**config.mk**
```make
export PLATFORM = sky130hd
export DESIGN_NAME = cpw_ctrl
export DESIGN_NICKNAME = d
export VERILOG_FILES = /design/src/rtl/cpw_pkg.sv /design/src/rtl/cpw_pin_gate.sv /design/src/rtl/cpw_ctrl.sv
export SDC_FILE = /design/constraint.sdc
export NUM_CORES = 1
export LEC_CHECK = 0
export BUFFER_PORTS_ARGS = -buffer_cell sky130_fd_sc_hd__buf_2
export CORE_AREA = 3 3 84 86
export DETAILED_ROUTE_END_ITERATION = 16
export DIE_AREA = 0 0 87 89
export PLACE_DENSITY = 0.83
export SLEW_MARGIN = 20
export SYNTH_ARGS = -nofsm -noshare
export SYNTH_HDL_FRONTEND = slang
export SYNTH_SLANG_ARGS = --single-unit
```
**constraint.sdc**
```tcl
create_clock -name hclk -period 1.6 [get_ports hclk]
set_input_delay 0.16 -clock hclk [delete_from_list [all_inputs] [get_ports hclk]]
set_output_delay 0.16 -clock hclk [all_outputs]
set_load 0.1 [all_outputs]
```
**src/rtl/cpw_pkg.sv**
```systemverilog
// constants shared by the combined pwm control block: offsets, masks, reset values, bit positions
package cpw_pkg;

   // register byte offsets on the ahb-lite bus
   localparam logic [7:0] OFS_MODE = 8'h00;
   localparam logic [7:0] OFS_FCR = 8'h04;
   localparam logic [7:0] OFS_OEN = 8'h08;
   localparam logic [7:0] OFS_OCTL = 8'h0c;
   localparam logic [7:0] OFS_SYNC = 8'h10;
   localparam logic [7:0] OFS_STAT = 8'h14;

   // reset and standby values
   localparam logic [7:0] RST_MODE = 8'h80;
   localparam logic [7:0] RST_FCR = 8'hc0;
   localparam logic [7:0] RST_OEN = 8'hff;
   localparam logic [7:0] RST_OCTL = 8'hff;
   localparam logic [7:0] RST_SYNC = 8'h00;

   // bits that always read as one
   localparam logic [7:0] FIX_MODE = 8'h80;
   localparam logic [7:0] FIX_FCR = 8'hc0;
   localparam logic [7:0] FIX_OEN = 8'hc0;
   localparam logic [7:0] FIX_OCTL = 8'hec;

   // bits that software may change
   localparam logic [7:0] MASK_MODE = 8'h19;
   localparam logic [7:0] MASK_FCR = 8'h3f;
   localparam logic [7:0] MASK_OEN = 8'h3f;
   localparam logic [7:0] MASK_OCTL = 8'h13;
   localparam logic [7:0] MASK_SYNC = 8'h1f;

   // enable bits that an external trigger clears
   localparam logic [7:0] OEN_TRIG_CLR = 8'h3f;

   // timer mode register bits
   localparam int BIT_CH0_PWM = 0;
   localparam int BIT_CH3_PWM = 3;
   localparam int BIT_CH4_PWM = 4;

   // function control register fields
   localparam int FCR_BUF_A3 = 0;
   localparam int FCR_BUF_B3 = 1;
   localparam int FCR_BUF_A4 = 2;
   localparam int FCR_BUF_B4 = 3;
   localparam int FCR_CMB_LO = 4;
   localparam int FCR_CMB_HI = 5;

   // output master enable bits, also the pin index inside the block
   localparam int OEN_A3 = 0;
   localparam int OEN_A4 = 1;
   localparam int OEN_B4 = 2;
   localparam int OEN_B3 = 3;
   localparam int OEN_XA4 = 4;
   localparam int OEN_XB4 = 5;
   localparam int NUM_PINS = 6;

   // output control bits
   localparam int OCTL_OLS3 = 0;
   localparam int OCTL_OLS4 = 1;
   localparam int OCTL_TRIG_DIS = 4;

   // counter sync bits
   localparam int SYNC_CH3 = 3;
   localparam int SYNC_CH4 = 4;

   // combination mode codes
   localparam logic [1:0] CMB_NORMAL = 2'h0;
   localparam logic [1:0] CMB_UNDEF = 2'h1;
   localparam logic [1:0] CMB_COMPL = 2'h2;
   localparam logic [1:0] CMB_RSYNC = 2'h3;

endpackage : cpw_pkg

```
**src/rtl/cpw_pin_gate.sv**
```systemverilog
// one gated output pin: master enable, drive request and optional level inversion
`timescale 1ns/1ps
module cpw_pin_gate (
   input wire logic hclk,
   input wire logic hresetn,
   input wire logic enable,
   input wire logic drive_req,
   input wire logic wave,
   input wire logic invert,
   output logic pin_out,
   output logic pin_oe
);

   typedef struct packed {
      logic out;
      logic oe;
   } cpw_pin_state_t;

   cpw_pin_state_t s;
   cpw_pin_state_t next_s;

   // pin released to general i/o when the enable is low
   always_comb begin
      next_s = s;
      next_s.out = invert ? ~wave : wave;
      next_s.oe = enable & drive_req;
   end

   // state register
   always_ff @(posedge hclk or negedge hresetn) begin
      if (!hresetn) begin
         s <= '{out: 1'b0, oe: 1'b0};
      end else begin
         s <= next_s;
      end
   end

   assign pin_out = s.out;
   assign pin_oe = s.oe;

endmodule : cpw_pin_gate

```
**src/rtl/cpw_ctrl.sv**
```systemverilog
// combined pwm mode select, function control and output master enable with ahb-lite slave
//
// Register access over AHB-Lite and the address map were decided locally.
`timescale 1ns/1ps
// What this block does
// - bit 0 of the timer mode register picks normal (0) or pwm (1) operation for channel 0 and resets to 0.
// - in channel 0 pwm mode its first compare pin goes high on a match with compare a and low on compare b.
// - the function control register loads c0 on reset and on standby and is otherwise read and write.
// - bits 7 and 6 of the function control and output enable registers ignore writes and read as one.
// - bits 5:4 of function control pick normal (00), complementary (10) or reset-synchronised (11) pwm.
// - while a combined mode is selected the channel 3 and 4 pwm select bits have no effect.
// - the channel 3 and 4 counter sync bits stay in effect in both combined modes.
// - function control bits 3 to 0 turn on buffering of compare b4, a4, b3 and a3 when set.
// - the output master enable register loads ff on reset and on standby so all outputs start enabled.
// - enable bits 5 and 4 gate the two channel 4 complementary pins; at 0 the pin is plain i/o.
// - enable bits 3 and 2 gate compare pin b of channels 3 and 4; at 0 the pin is plain i/o.
// - with the trigger disable bit at 0 a channel 1 capture a event in either combined mode clears the enable bits to 0.
// - the trigger disable and the output level bits act only in the two combined modes.
// - channel 3 and 4 counters count up and down in complementary mode and only up otherwise.
module cpw_ctrl (
   input wire logic hclk,
   input wire logic hresetn,
   input wire logic hsel,
   input wire logic [31:0] haddr,
   input wire logic [1:0] htrans,
   input wire logic hwrite,
   input wire logic [2:0] hsize,
   input wire logic [31:0] hwdata,
   input wire logic hready,
   output logic hreadyout,
   output logic hresp,
   output logic [31:0] hrdata,
   input wire logic standby,
   input wire logic ch1_capture_a,
   input wire logic ch0_match_a,
   input wire logic ch0_match_b,
   input wire logic ch3_out_a_wave,
   input wire logic ch4_out_a_wave,
   input wire logic ch3_out_b_wave,
   input wire logic ch4_out_b_wave,
   input wire logic ch4_comp_a_wave,
   input wire logic ch4_comp_b_wave,
   input wire logic ch3_io_drive_a,
   input wire logic ch4_io_drive_a,
   input wire logic ch3_io_drive_b,
   input wire logic ch4_io_drive_b,
   output logic ch0_out_a_pin,
   output logic ch0_out_a_oe,
   output logic ch3_out_a_pin,
   output logic ch3_out_a_oe,
   output logic ch4_out_a_pin,
   output logic ch4_out_a_oe,
   output logic ch3_out_b_pin,
   output logic ch3_out_b_oe,
   output logic ch4_out_b_pin,
   output logic ch4_out_b_oe,
   output logic ch4_comp_out_a_pin,
   output logic ch4_comp_out_a_oe,
   output logic ch4_comp_out_b_pin,
   output logic ch4_comp_out_b_oe,
   output logic ch0_pwm_mode,
   output logic ch3_pwm_mode,
   output logic ch4_pwm_mode,
   output logic complementary_mode,
   output logic reset_sync_mode,
   output logic ch34_count_updown,
   output logic ch3_sync_active,
   output logic ch4_sync_active,
   output logic buffer_sel_a_ch3,
   output logic buffer_sel_b_ch3,
   output logic buffer_sel_a_ch4,
   output logic buffer_sel_b_ch4
);

   typedef struct packed {
      logic dp_valid;
      logic dp_write;
      logic [7:0] dp_addr;
      logic [7:0] mode;
      logic [7:0] fcr;
      logic [7:0] oen;
      logic [7:0] octl;
      logic [7:0] sync;
      logic ch0_pin;
      logic ch0_oe;
   } cpw_state_t;

   cpw_state_t s;
   cpw_state_t next_s;
   logic combined;
   logic trig_fire;
   logic [7:0] stat;
   logic [cpw_pkg::NUM_PINS-1:0] pin_wave;
   logic [cpw_pkg::NUM_PINS-1:0] pin_req;
   logic [cpw_pkg::NUM_PINS-1:0] pin_inv;
   logic [cpw_pkg::NUM_PINS-1:0] pin_out;
   logic [cpw_pkg::NUM_PINS-1:0] pin_oe;

   // merge a write into the writable bits only
   function automatic logic [7:0] wr_merge(input logic [7:0] old, input logic [7:0] wdata, input logic [7:0] mask);
      wr_merge = (old & ~mask) | (wdata & mask);
   endfunction : wr_merge

   // true for either combined pwm mode; the undefined code acts as normal
   function automatic logic is_combined(input logic [1:0] cmb);
      is_combined = (cmb == cpw_pkg::CMB_COMPL) || (cmb == cpw_pkg::CMB_RSYNC);
   endfunction : is_combined

   // read value for one offset, fixed ones merged in, unmapped reads zero
   function automatic logic [7:0] rd_value(input logic [7:0] addr, input cpw_state_t st, input logic [7:0] sv);
      if (addr == cpw_pkg::OFS_MODE) begin
         rd_value = st.mode | cpw_pkg::FIX_MODE;
      end else if (addr == cpw_pkg::OFS_FCR) begin
         rd_value = st.fcr | cpw_pkg::FIX_FCR;
      end else if (addr == cpw_pkg::OFS_OEN) begin
         rd_value = st.oen | cpw_pkg::FIX_OEN;
      end else if (addr == cpw_pkg::OFS_OCTL) begin
         rd_value = st.octl | cpw_pkg::FIX_OCTL;
      end else if (addr == cpw_pkg::OFS_SYNC) begin
         rd_value = st.sync & cpw_pkg::MASK_SYNC;
      end else if (addr == cpw_pkg::OFS_STAT) begin
         rd_value = sv;
      end else begin
         rd_value = 8'h00;
      end
   endfunction : rd_value

   // mode decode from the function control register
   assign combined = is_combined(s.fcr[cpw_pkg::FCR_CMB_HI:cpw_pkg::FCR_CMB_LO]);
   assign complementary_mode = (s.fcr[cpw_pkg::FCR_CMB_HI:cpw_pkg::FCR_CMB_LO] == cpw_pkg::CMB_COMPL);
   assign reset_sync_mode = (s.fcr[cpw_pkg::FCR_CMB_HI:cpw_pkg::FCR_CMB_LO] == cpw_pkg::CMB_RSYNC);
   assign ch34_count_updown = complementary_mode;
   assign trig_fire = ch1_capture_a & ~s.octl[cpw_pkg::OCTL_TRIG_DIS] & combined;
   assign stat = {4'h0, ~s.octl[cpw_pkg::OCTL_TRIG_DIS] & combined, ch34_count_updown, reset_sync_mode,
                  complementary_mode};

   // per-channel mode outputs
   assign ch0_pwm_mode = s.mode[cpw_pkg::BIT_CH0_PWM];
   assign ch3_pwm_mode = s.mode[cpw_pkg::BIT_CH3_PWM] & ~combined;
   assign ch4_pwm_mode = s.mode[cpw_pkg::BIT_CH4_PWM] & ~combined;
   assign ch3_sync_active = s.sync[cpw_pkg::SYNC_CH3];
   assign ch4_sync_active = s.sync[cpw_pkg::SYNC_CH4];
   assign buffer_sel_a_ch3 = s.fcr[cpw_pkg::FCR_BUF_A3];
   assign buffer_sel_b_ch3 = s.fcr[cpw_pkg::FCR_BUF_B3];
   assign buffer_sel_a_ch4 = s.fcr[cpw_pkg::FCR_BUF_A4];
   assign buffer_sel_b_ch4 = s.fcr[cpw_pkg::FCR_BUF_B4];

   // bus answers: zero wait, always okay, read data in the data phase
   assign hreadyout = 1'b1;
   assign hresp = 1'b0;
   assign hrdata = (s.dp_valid && !s.dp_write) ? {24'h000000, rd_value(s.dp_addr, s, stat)} : 32'h00000000;

   // next state: bus phases, register writes, trigger clear, channel 0 pin, standby
   always_comb begin
      next_s = s;
      if (hready) begin
         next_s.dp_valid = hsel & htrans[1];
         next_s.dp_write = hwrite;
         next_s.dp_addr = haddr[7:0];
      end
      if (s.dp_valid && s.dp_write) begin
         if (s.dp_addr == cpw_pkg::OFS_MODE) begin
            next_s.mode = wr_merge(s.mode, hwdata[7:0], cpw_pkg::MASK_MODE);
         end else if (s.dp_addr == cpw_pkg::OFS_FCR) begin
            next_s.fcr = wr_merge(s.fcr, hwdata[7:0], cpw_pkg::MASK_FCR);
         end else if (s.dp_addr == cpw_pkg::OFS_OEN) begin
            next_s.oen = wr_merge(s.oen, hwdata[7:0], cpw_pkg::MASK_OEN);
         end else if (s.dp_addr == cpw_pkg::OFS_OCTL) begin
            next_s.octl = wr_merge(s.octl, hwdata[7:0], cpw_pkg::MASK_OCTL);
         end else if (s.dp_addr == cpw_pkg::OFS_SYNC) begin
            next_s.sync = wr_merge(s.sync, hwdata[7:0], cpw_pkg::MASK_SYNC);
         end
      end
      // hardware clear applied after the write so it wins
      if (trig_fire) begin
         next_s.oen = next_s.oen & ~cpw_pkg::OEN_TRIG_CLR;
      end
      // channel 0 pwm pin, compare b wins a tie
      next_s.ch0_oe = s.mode[cpw_pkg::BIT_CH0_PWM];
      if (!s.mode[cpw_pkg::BIT_CH0_PWM]) begin
         next_s.ch0_pin = 1'b0;
      end else if (ch0_match_b) begin
         next_s.ch0_pin = 1'b0;
      end else if (ch0_match_a) begin
         next_s.ch0_pin = 1'b1;
      end
      // standby loads the reset values
      if (standby) begin
         next_s.mode = cpw_pkg::RST_MODE;
         next_s.fcr = cpw_pkg::RST_FCR;
         next_s.oen = cpw_pkg::RST_OEN;
         next_s.octl = cpw_pkg::RST_OCTL;
         next_s.sync = cpw_pkg::RST_SYNC;
         next_s.ch0_pin = 1'b0;
         next_s.ch0_oe = 1'b0;
      end
   end

   // state register
   always_ff @(posedge hclk or negedge hresetn) begin
      if (!hresetn) begin
         s <= '{dp_valid: 1'b0, dp_write: 1'b0, dp_addr: 8'h00, mode: cpw_pkg::RST_MODE,
                fcr: cpw_pkg::RST_FCR, oen: cpw_pkg::RST_OEN, octl: cpw_pkg::RST_OCTL,
                sync: cpw_pkg::RST_SYNC, ch0_pin: 1'b0, ch0_oe: 1'b0};
      end else begin
         s <= next_s;
      end
   end

   assign ch0_out_a_pin = s.ch0_pin;
   assign ch0_out_a_oe = s.ch0_oe;

   // channel 3/4 pin sources, index equals the enable bit position
   assign pin_wave = {ch4_comp_b_wave, ch4_comp_a_wave, ch3_out_b_wave, ch4_out_b_wave, ch4_out_a_wave,
                      ch3_out_a_wave};
   assign pin_req = {combined, combined, combined | ch3_io_drive_b, combined | ch4_io_drive_b,
                     combined | ch4_pwm_mode | ch4_io_drive_a, combined | ch3_pwm_mode | ch3_io_drive_a};
   // output level select only inverts in the combined modes
   assign pin_inv = {{3{combined & ~s.octl[cpw_pkg::OCTL_OLS3]}}, {3{combined & ~s.octl[cpw_pkg::OCTL_OLS4]}}};

   // master enable gating of each pin
   for (genvar i = 0; i < cpw_pkg::NUM_PINS; i++) begin : g_pin
      cpw_pin_gate u_gate (
         .hclk(hclk),
         .hresetn(hresetn),
         .enable(s.oen[i]),
         .drive_req(pin_req[i]),
         .wave(pin_wave[i]),
         .invert(pin_inv[i]),
         .pin_out(pin_out[i]),
         .pin_oe(pin_oe[i])
      );
   end

   assign ch3_out_a_pin = pin_out[cpw_pkg::OEN_A3];
   assign ch3_out_a_oe = pin_oe[cpw_pkg::OEN_A3];
   assign ch4_out_a_pin = pin_out[cpw_pkg::OEN_A4];
   assign ch4_out_a_oe = pin_oe[cpw_pkg::OEN_A4];
   assign ch4_out_b_pin = pin_out[cpw_pkg::OEN_B4];
   assign ch4_out_b_oe = pin_oe[cpw_pkg::OEN_B4];
   assign ch3_out_b_pin = pin_out[cpw_pkg::OEN_B3];
   assign ch3_out_b_oe = pin_oe[cpw_pkg::OEN_B3];
   assign ch4_comp_out_a_pin = pin_out[cpw_pkg::OEN_XA4];
   assign ch4_comp_out_a_oe = pin_oe[cpw_pkg::OEN_XA4];
   assign ch4_comp_out_b_pin = pin_out[cpw_pkg::OEN_XB4];
   assign ch4_comp_out_b_oe = pin_oe[cpw_pkg::OEN_XB4];
endmodule : cpw_ctrl

```
==> metrics.sh <==
POST-DP-HPWL_MM=4.92
AVGROUTEDWIREPERCELL_UM=17.0
WL_MM=6.90
WORST-SLEW-PIN-TRANSITION_NS=0.572
CLK-INSERTION-DELAY-LATE_NS=0.30
CTS_MADE_BUFFERS=5
START_UTIL_PCT=38.9
MIN_PATH_TYPE='in -> reg'
POST_ROUTE_CELLS_DRIVE_ABOVE_1_SHARE_PCT=50.5
MIN-DELAY-START='ch0_match_b'
TIMING.RR.START='s[47]'
SETUP_VIOL=26
NNETSFINAL=416
DRV_SLEW=0
NETLIST_AREA_MM2=0.00247
N_ANTENNA_CELL=0
GLOBAL_ROUTE.OVERFLOW_TOTAL=0
SETUP.WORST_PATH.START_CLASS='register'
ROUTE.DETAILED.VIAS_PER_INST=5.09
FMAX_MHz=433
GRT_FIRST_PASS_WIRELENGTH_MM=10.5
CELLLEAKAGEPOWER_uW=0.00169
CTSHTREEMAXLEVEL=2
CAP_VIOL_MAX_COUNT=0
YS_DOMINANT_REG_CELL='sky130_fd_sc_hd__dfrtp_1'
TIMING.FINAL.CRIT_SHARE_PCT=144
CRIT_PATH_CELL_TRACE='or4_4, nor3_4, and3_4, a21boi_4, buf_12'
TIMING.REG2REG.SETUP_SLACK_NS=-0.47
CRITPATHBUFINV=1
STATUS='finished, violations left'
IR_WORST_VDD_uV=410
NUM_ROWS=29
TIMING.CRITICAL_PATH.MAX_DELAY_FAMILY='simple AND/OR/NAND/NOR gates'
SEQ_CELLS_POST_SYNTH=47
TIMING.CRITICAL_PATH.FROM='s[47]'
PORTBUFFERS=67
CORE_MM2=0.00635
PLACE.GP.CONGESTION=0.964
POSTSYNTHCELLCOUNT=225
TIMING.CRITICAL_PATH.TO_TYPE='output port'
R2R_CELLS=7
ASYNCSETRESETFLOPFRACSYNTH_PCT=100
MAX_SLEW_MARGIN_PCT=61.9
SYNTH_WARN=0
WORST-PATH-MAX-FANOUT=4
SYNTH.YOSYS.SEQ_AREA_SHARE_PCT=48.1
SYNTH_ENABLE_FLOP_CELLS=0
CHIPHEIGHT_UM=89
RR_ENDPOINT='s[14]'
CP_SLOWEST_STAGE_DELAY_NS=0.56
BOUNDARYPINS=148
PATH_CLK_SLEW_NS=0.08
CTS.SINKS=47
GRT_SETUP_UNREPAIRED='yes'
FINCLKSKEW_NS=0.00823
DETAILROUTE.VIA_COUNT=2068
DRT_DRC_VIOLATIONS_LEFT=0
SYN2LAYOUT_AREA_GROWTH_PCT=43.2
GRT_USAGE_PCT=17.9
DRT.ANTENNA.VIOLATING_NETS=0
WORST_SETUP_PATH_CATEGORY='reg -> out'
POWER_DENSITY_OF_THE_PLACED_CELLS_mW_PER_MM2=770
WORSTPATHREQUIRED_NS=1.44
REPORT.FINAL.HOLD_VIOL_COUNT=0
CLOCKROOTBUFFER='sky130_fd_sc_hd__clkbuf_8'
CTS_TREE='built'
FP.DIEW_UM=87
VIOLATED_CHECKS='setup timing'
DP_WORST_SETUP_SLACK_NS=-0.344
DIE_AREA_MM2=0.00774
REPORT.POWER.TOTAL_uW=2720
SETUP_WS_NS=-0.711
FIRST_ITER_VIOLATIONS=131
SYN-MEAN-INSTANCE-AREA_UM2=11.0
SLOWEST_STAGE='sky130_fd_sc_hd__or4_4'
GRT_START_MAX_NET_PINS=48
WORSTHOLDPATHCELLS=2
DRT_FIRST_PASS_ITERS=4
PERIOD_MINUS_SLACK_NS=2.31
WORSTPATHARRIVAL_NS=2.15
NUMBER_OF_GLOBAL_ROUTE_VIAS_BEFORE_REPAIR=2170
CTS_BUFFER_DEPTH=2
NUMBER_OF_ANTENNA_VIOLATIONS_AT_THE_FIRST_CHECK_IN_GLOBAL_ROUTING=0
HOLDPATHEND='ch0_out_a_pin'
YOSYSUNIQUECELLTYPES=41
area by class of cell:
type | instances | area [um^2]
Multi-Input combinational cell | 164 | 1280
Timing Repair Buffer | 108 | 875
Clock inverter | 1 | 5.00
Tap cell | 77 | 96.3
Clock buffer | 7 | 76.3
Fill cell | 520 | 2820
Sequential cell | 47 | 1190
Inverter | 2 | 7.51
placed cells by master (no fill, tap or decap), types with 2 or more instances in the layout:
master	count
sky130_fd_sc_hd__a211o_1	3
sky130_fd_sc_hd__a22oi_1	3
sky130_fd_sc_hd__a32oi_1	3
sky130_fd_sc_hd__and2_1	3
sky130_fd_sc_hd__and3_4	3
sky130_fd_sc_hd__buf_12	13
sky130_fd_sc_hd__buf_2	54
sky130_fd_sc_hd__buf_4	31
sky130_fd_sc_hd__buf_6	9
sky130_fd_sc_hd__clkbuf_1	2
sky130_fd_sc_hd__clkbuf_8	5
sky130_fd_sc_hd__conb_1	26
sky130_fd_sc_hd__dfrtp_1	32
sky130_fd_sc_hd__dfrtp_2	6
sky130_fd_sc_hd__dfstp_2	9
sky130_fd_sc_hd__inv_1	2
sky130_fd_sc_hd__mux2_2	10
sky130_fd_sc_hd__mux2i_1	20
sky130_fd_sc_hd__nand2_1	5
sky130_fd_sc_hd__nand2_2	2
sky130_fd_sc_hd__nand2b_1	4
sky130_fd_sc_hd__nand3_1	2
sky130_fd_sc_hd__nand3_4	2
sky130_fd_sc_hd__nand4_1	2
sky130_fd_sc_hd__nor2_1	18
sky130_fd_sc_hd__nor2b_1	6
sky130_fd_sc_hd__nor2b_2	2
sky130_fd_sc_hd__nor3_4	2
sky130_fd_sc_hd__nor4_4	3
sky130_fd_sc_hd__o21a_1	2
sky130_fd_sc_hd__o21ai_0	7
sky130_fd_sc_hd__o21bai_1	6
sky130_fd_sc_hd__o22ai_1	4
sky130_fd_sc_hd__o31a_1	2
sky130_fd_sc_hd__xnor2_1	6
logic make-up (layout without fill, tap and decap cells):
kind of cell / after synthesis / after routing / synth area share, %
flops: 47 / 47 / 48.1
compound gates: 36 / 36 / 10.6
buf+inv: 38 / 118 / 10.1
simple gates: 65 / 65 / 15.7
xor+xnor: 6 / 6 / 2.13
mux: 31 / 31 / 13.1
other cells: 2 / 26 / 0.304
metal layers:
layer	wire length, um	vias to the layer above	global-route usage [%]	share of wire [%]
met5	0	-	0	0
met3	593	25	4.98	8.6
met2	3430	103	30.8	50
met1	2590	997	20.4	38
met4	282	0	8.64	4.1
li1	-	943	-	-
sequential cells by signal, indices dropped and copies added (netlist names):
register,flops
buffer_sel_a_ch3,1
buffer_sel_a_ch4,1
buffer_sel_b_ch3,1
buffer_sel_b_ch4,1
ch0_out_a_oe,1
ch0_out_a_pin,1
ch0_pwm_mode,1
ch3_sync_active,1
ch4_sync_active,1
g_pin.u_gate.pin_oe,6
g_pin.u_gate.pin_out,6
s,26
where the power goes:
part / internal (uW) / switching, uW / total, uW / leakage (uW)
registers: 1230 / 30.6 / 1260 / 0.000573
clock network: 307 / 380 / 687 / 0.0000422
logic: 194 / 582 / 777 / 0.00108
total: 1730 / 993 / 2720 / 0.00169
worst max-delay path by stage:
stage,to,slack (ns),depth (start not counted)
finish,hrdata[5],-0.71,5
global route,hrdata[5],-0.74,5
CTS,hrdata[5],-0.66,5
detailed placement,hrdata[5],-0.34,5
global placement,hrdata[5],-0.31,5
floorplan,hrdata[5],-0.83,4
timing repair:
action / CTS / global route
hold endpoints to repair: 38 / 0
hold buffers: 1 / 0
setup endpoints to repair: 31 / 33
setup buffers: 8 / 3
pin swaps: 15 / 11
gates resized for setup: 23 / 10
per-stage QoR:
stage               utilization, %  cells  TNS (ns)  hold slack [ns]  cell area [um^2]
global placement              51.1    388     -3.14            0.271              3240
floorplan                        -    249     -3.38           -0.136              2650
CTS                           54.9    405     -6.17          0.00260              3480
detailed placement            51.1    388     -3.95            0.283              3240
finish                        55.7    406     -7.47          0.00680              3530
global route                  55.7    406    -10.25          0.00675              3530
cells in the mapped netlist (2+ instances only):
cell type | instances | area, um^2
sky130_fd_sc_hd__a211o_1 | 3 | 26.3
sky130_fd_sc_hd__a22oi_1 | 3 | 22.5
sky130_fd_sc_hd__a32oi_1 | 3 | 26.3
sky130_fd_sc_hd__and2_1 | 4 | 25.0
sky130_fd_sc_hd__and3_1 | 3 | 18.8
sky130_fd_sc_hd__buf_1 | 2 | 7.51
sky130_fd_sc_hd__buf_2 | 4 | 20.0
sky130_fd_sc_hd__buf_4 | 27 | 203
sky130_fd_sc_hd__clkbuf_1 | 3 | 11.3
sky130_fd_sc_hd__conb_1 | 2 | 7.51
sky130_fd_sc_hd__dfrtp_1 | 38 | 951
sky130_fd_sc_hd__dfstp_2 | 9 | 236
sky130_fd_sc_hd__inv_1 | 2 | 7.51
sky130_fd_sc_hd__mux2_2 | 10 | 113
sky130_fd_sc_hd__mux2i_1 | 21 | 210
sky130_fd_sc_hd__nand2_1 | 7 | 26.3
sky130_fd_sc_hd__nand2b_1 | 4 | 25.0
sky130_fd_sc_hd__nand3_1 | 5 | 25.0
sky130_fd_sc_hd__nand4_1 | 2 | 12.5
sky130_fd_sc_hd__nor2_1 | 19 | 71.3
sky130_fd_sc_hd__nor2b_1 | 9 | 56.3
sky130_fd_sc_hd__nor3_1 | 2 | 10.0
sky130_fd_sc_hd__nor4_4 | 2 | 42.5
sky130_fd_sc_hd__nor4b_1 | 2 | 17.5
sky130_fd_sc_hd__o21a_1 | 2 | 15.0
sky130_fd_sc_hd__o21ai_0 | 7 | 35.0
sky130_fd_sc_hd__o21bai_1 | 6 | 45.0
sky130_fd_sc_hd__o22ai_1 | 5 | 31.3
sky130_fd_sc_hd__o31a_1 | 2 | 17.5
sky130_fd_sc_hd__xnor2_1 | 6 | 52.6
Note: power is estimated with default switching activity, not from simulation.
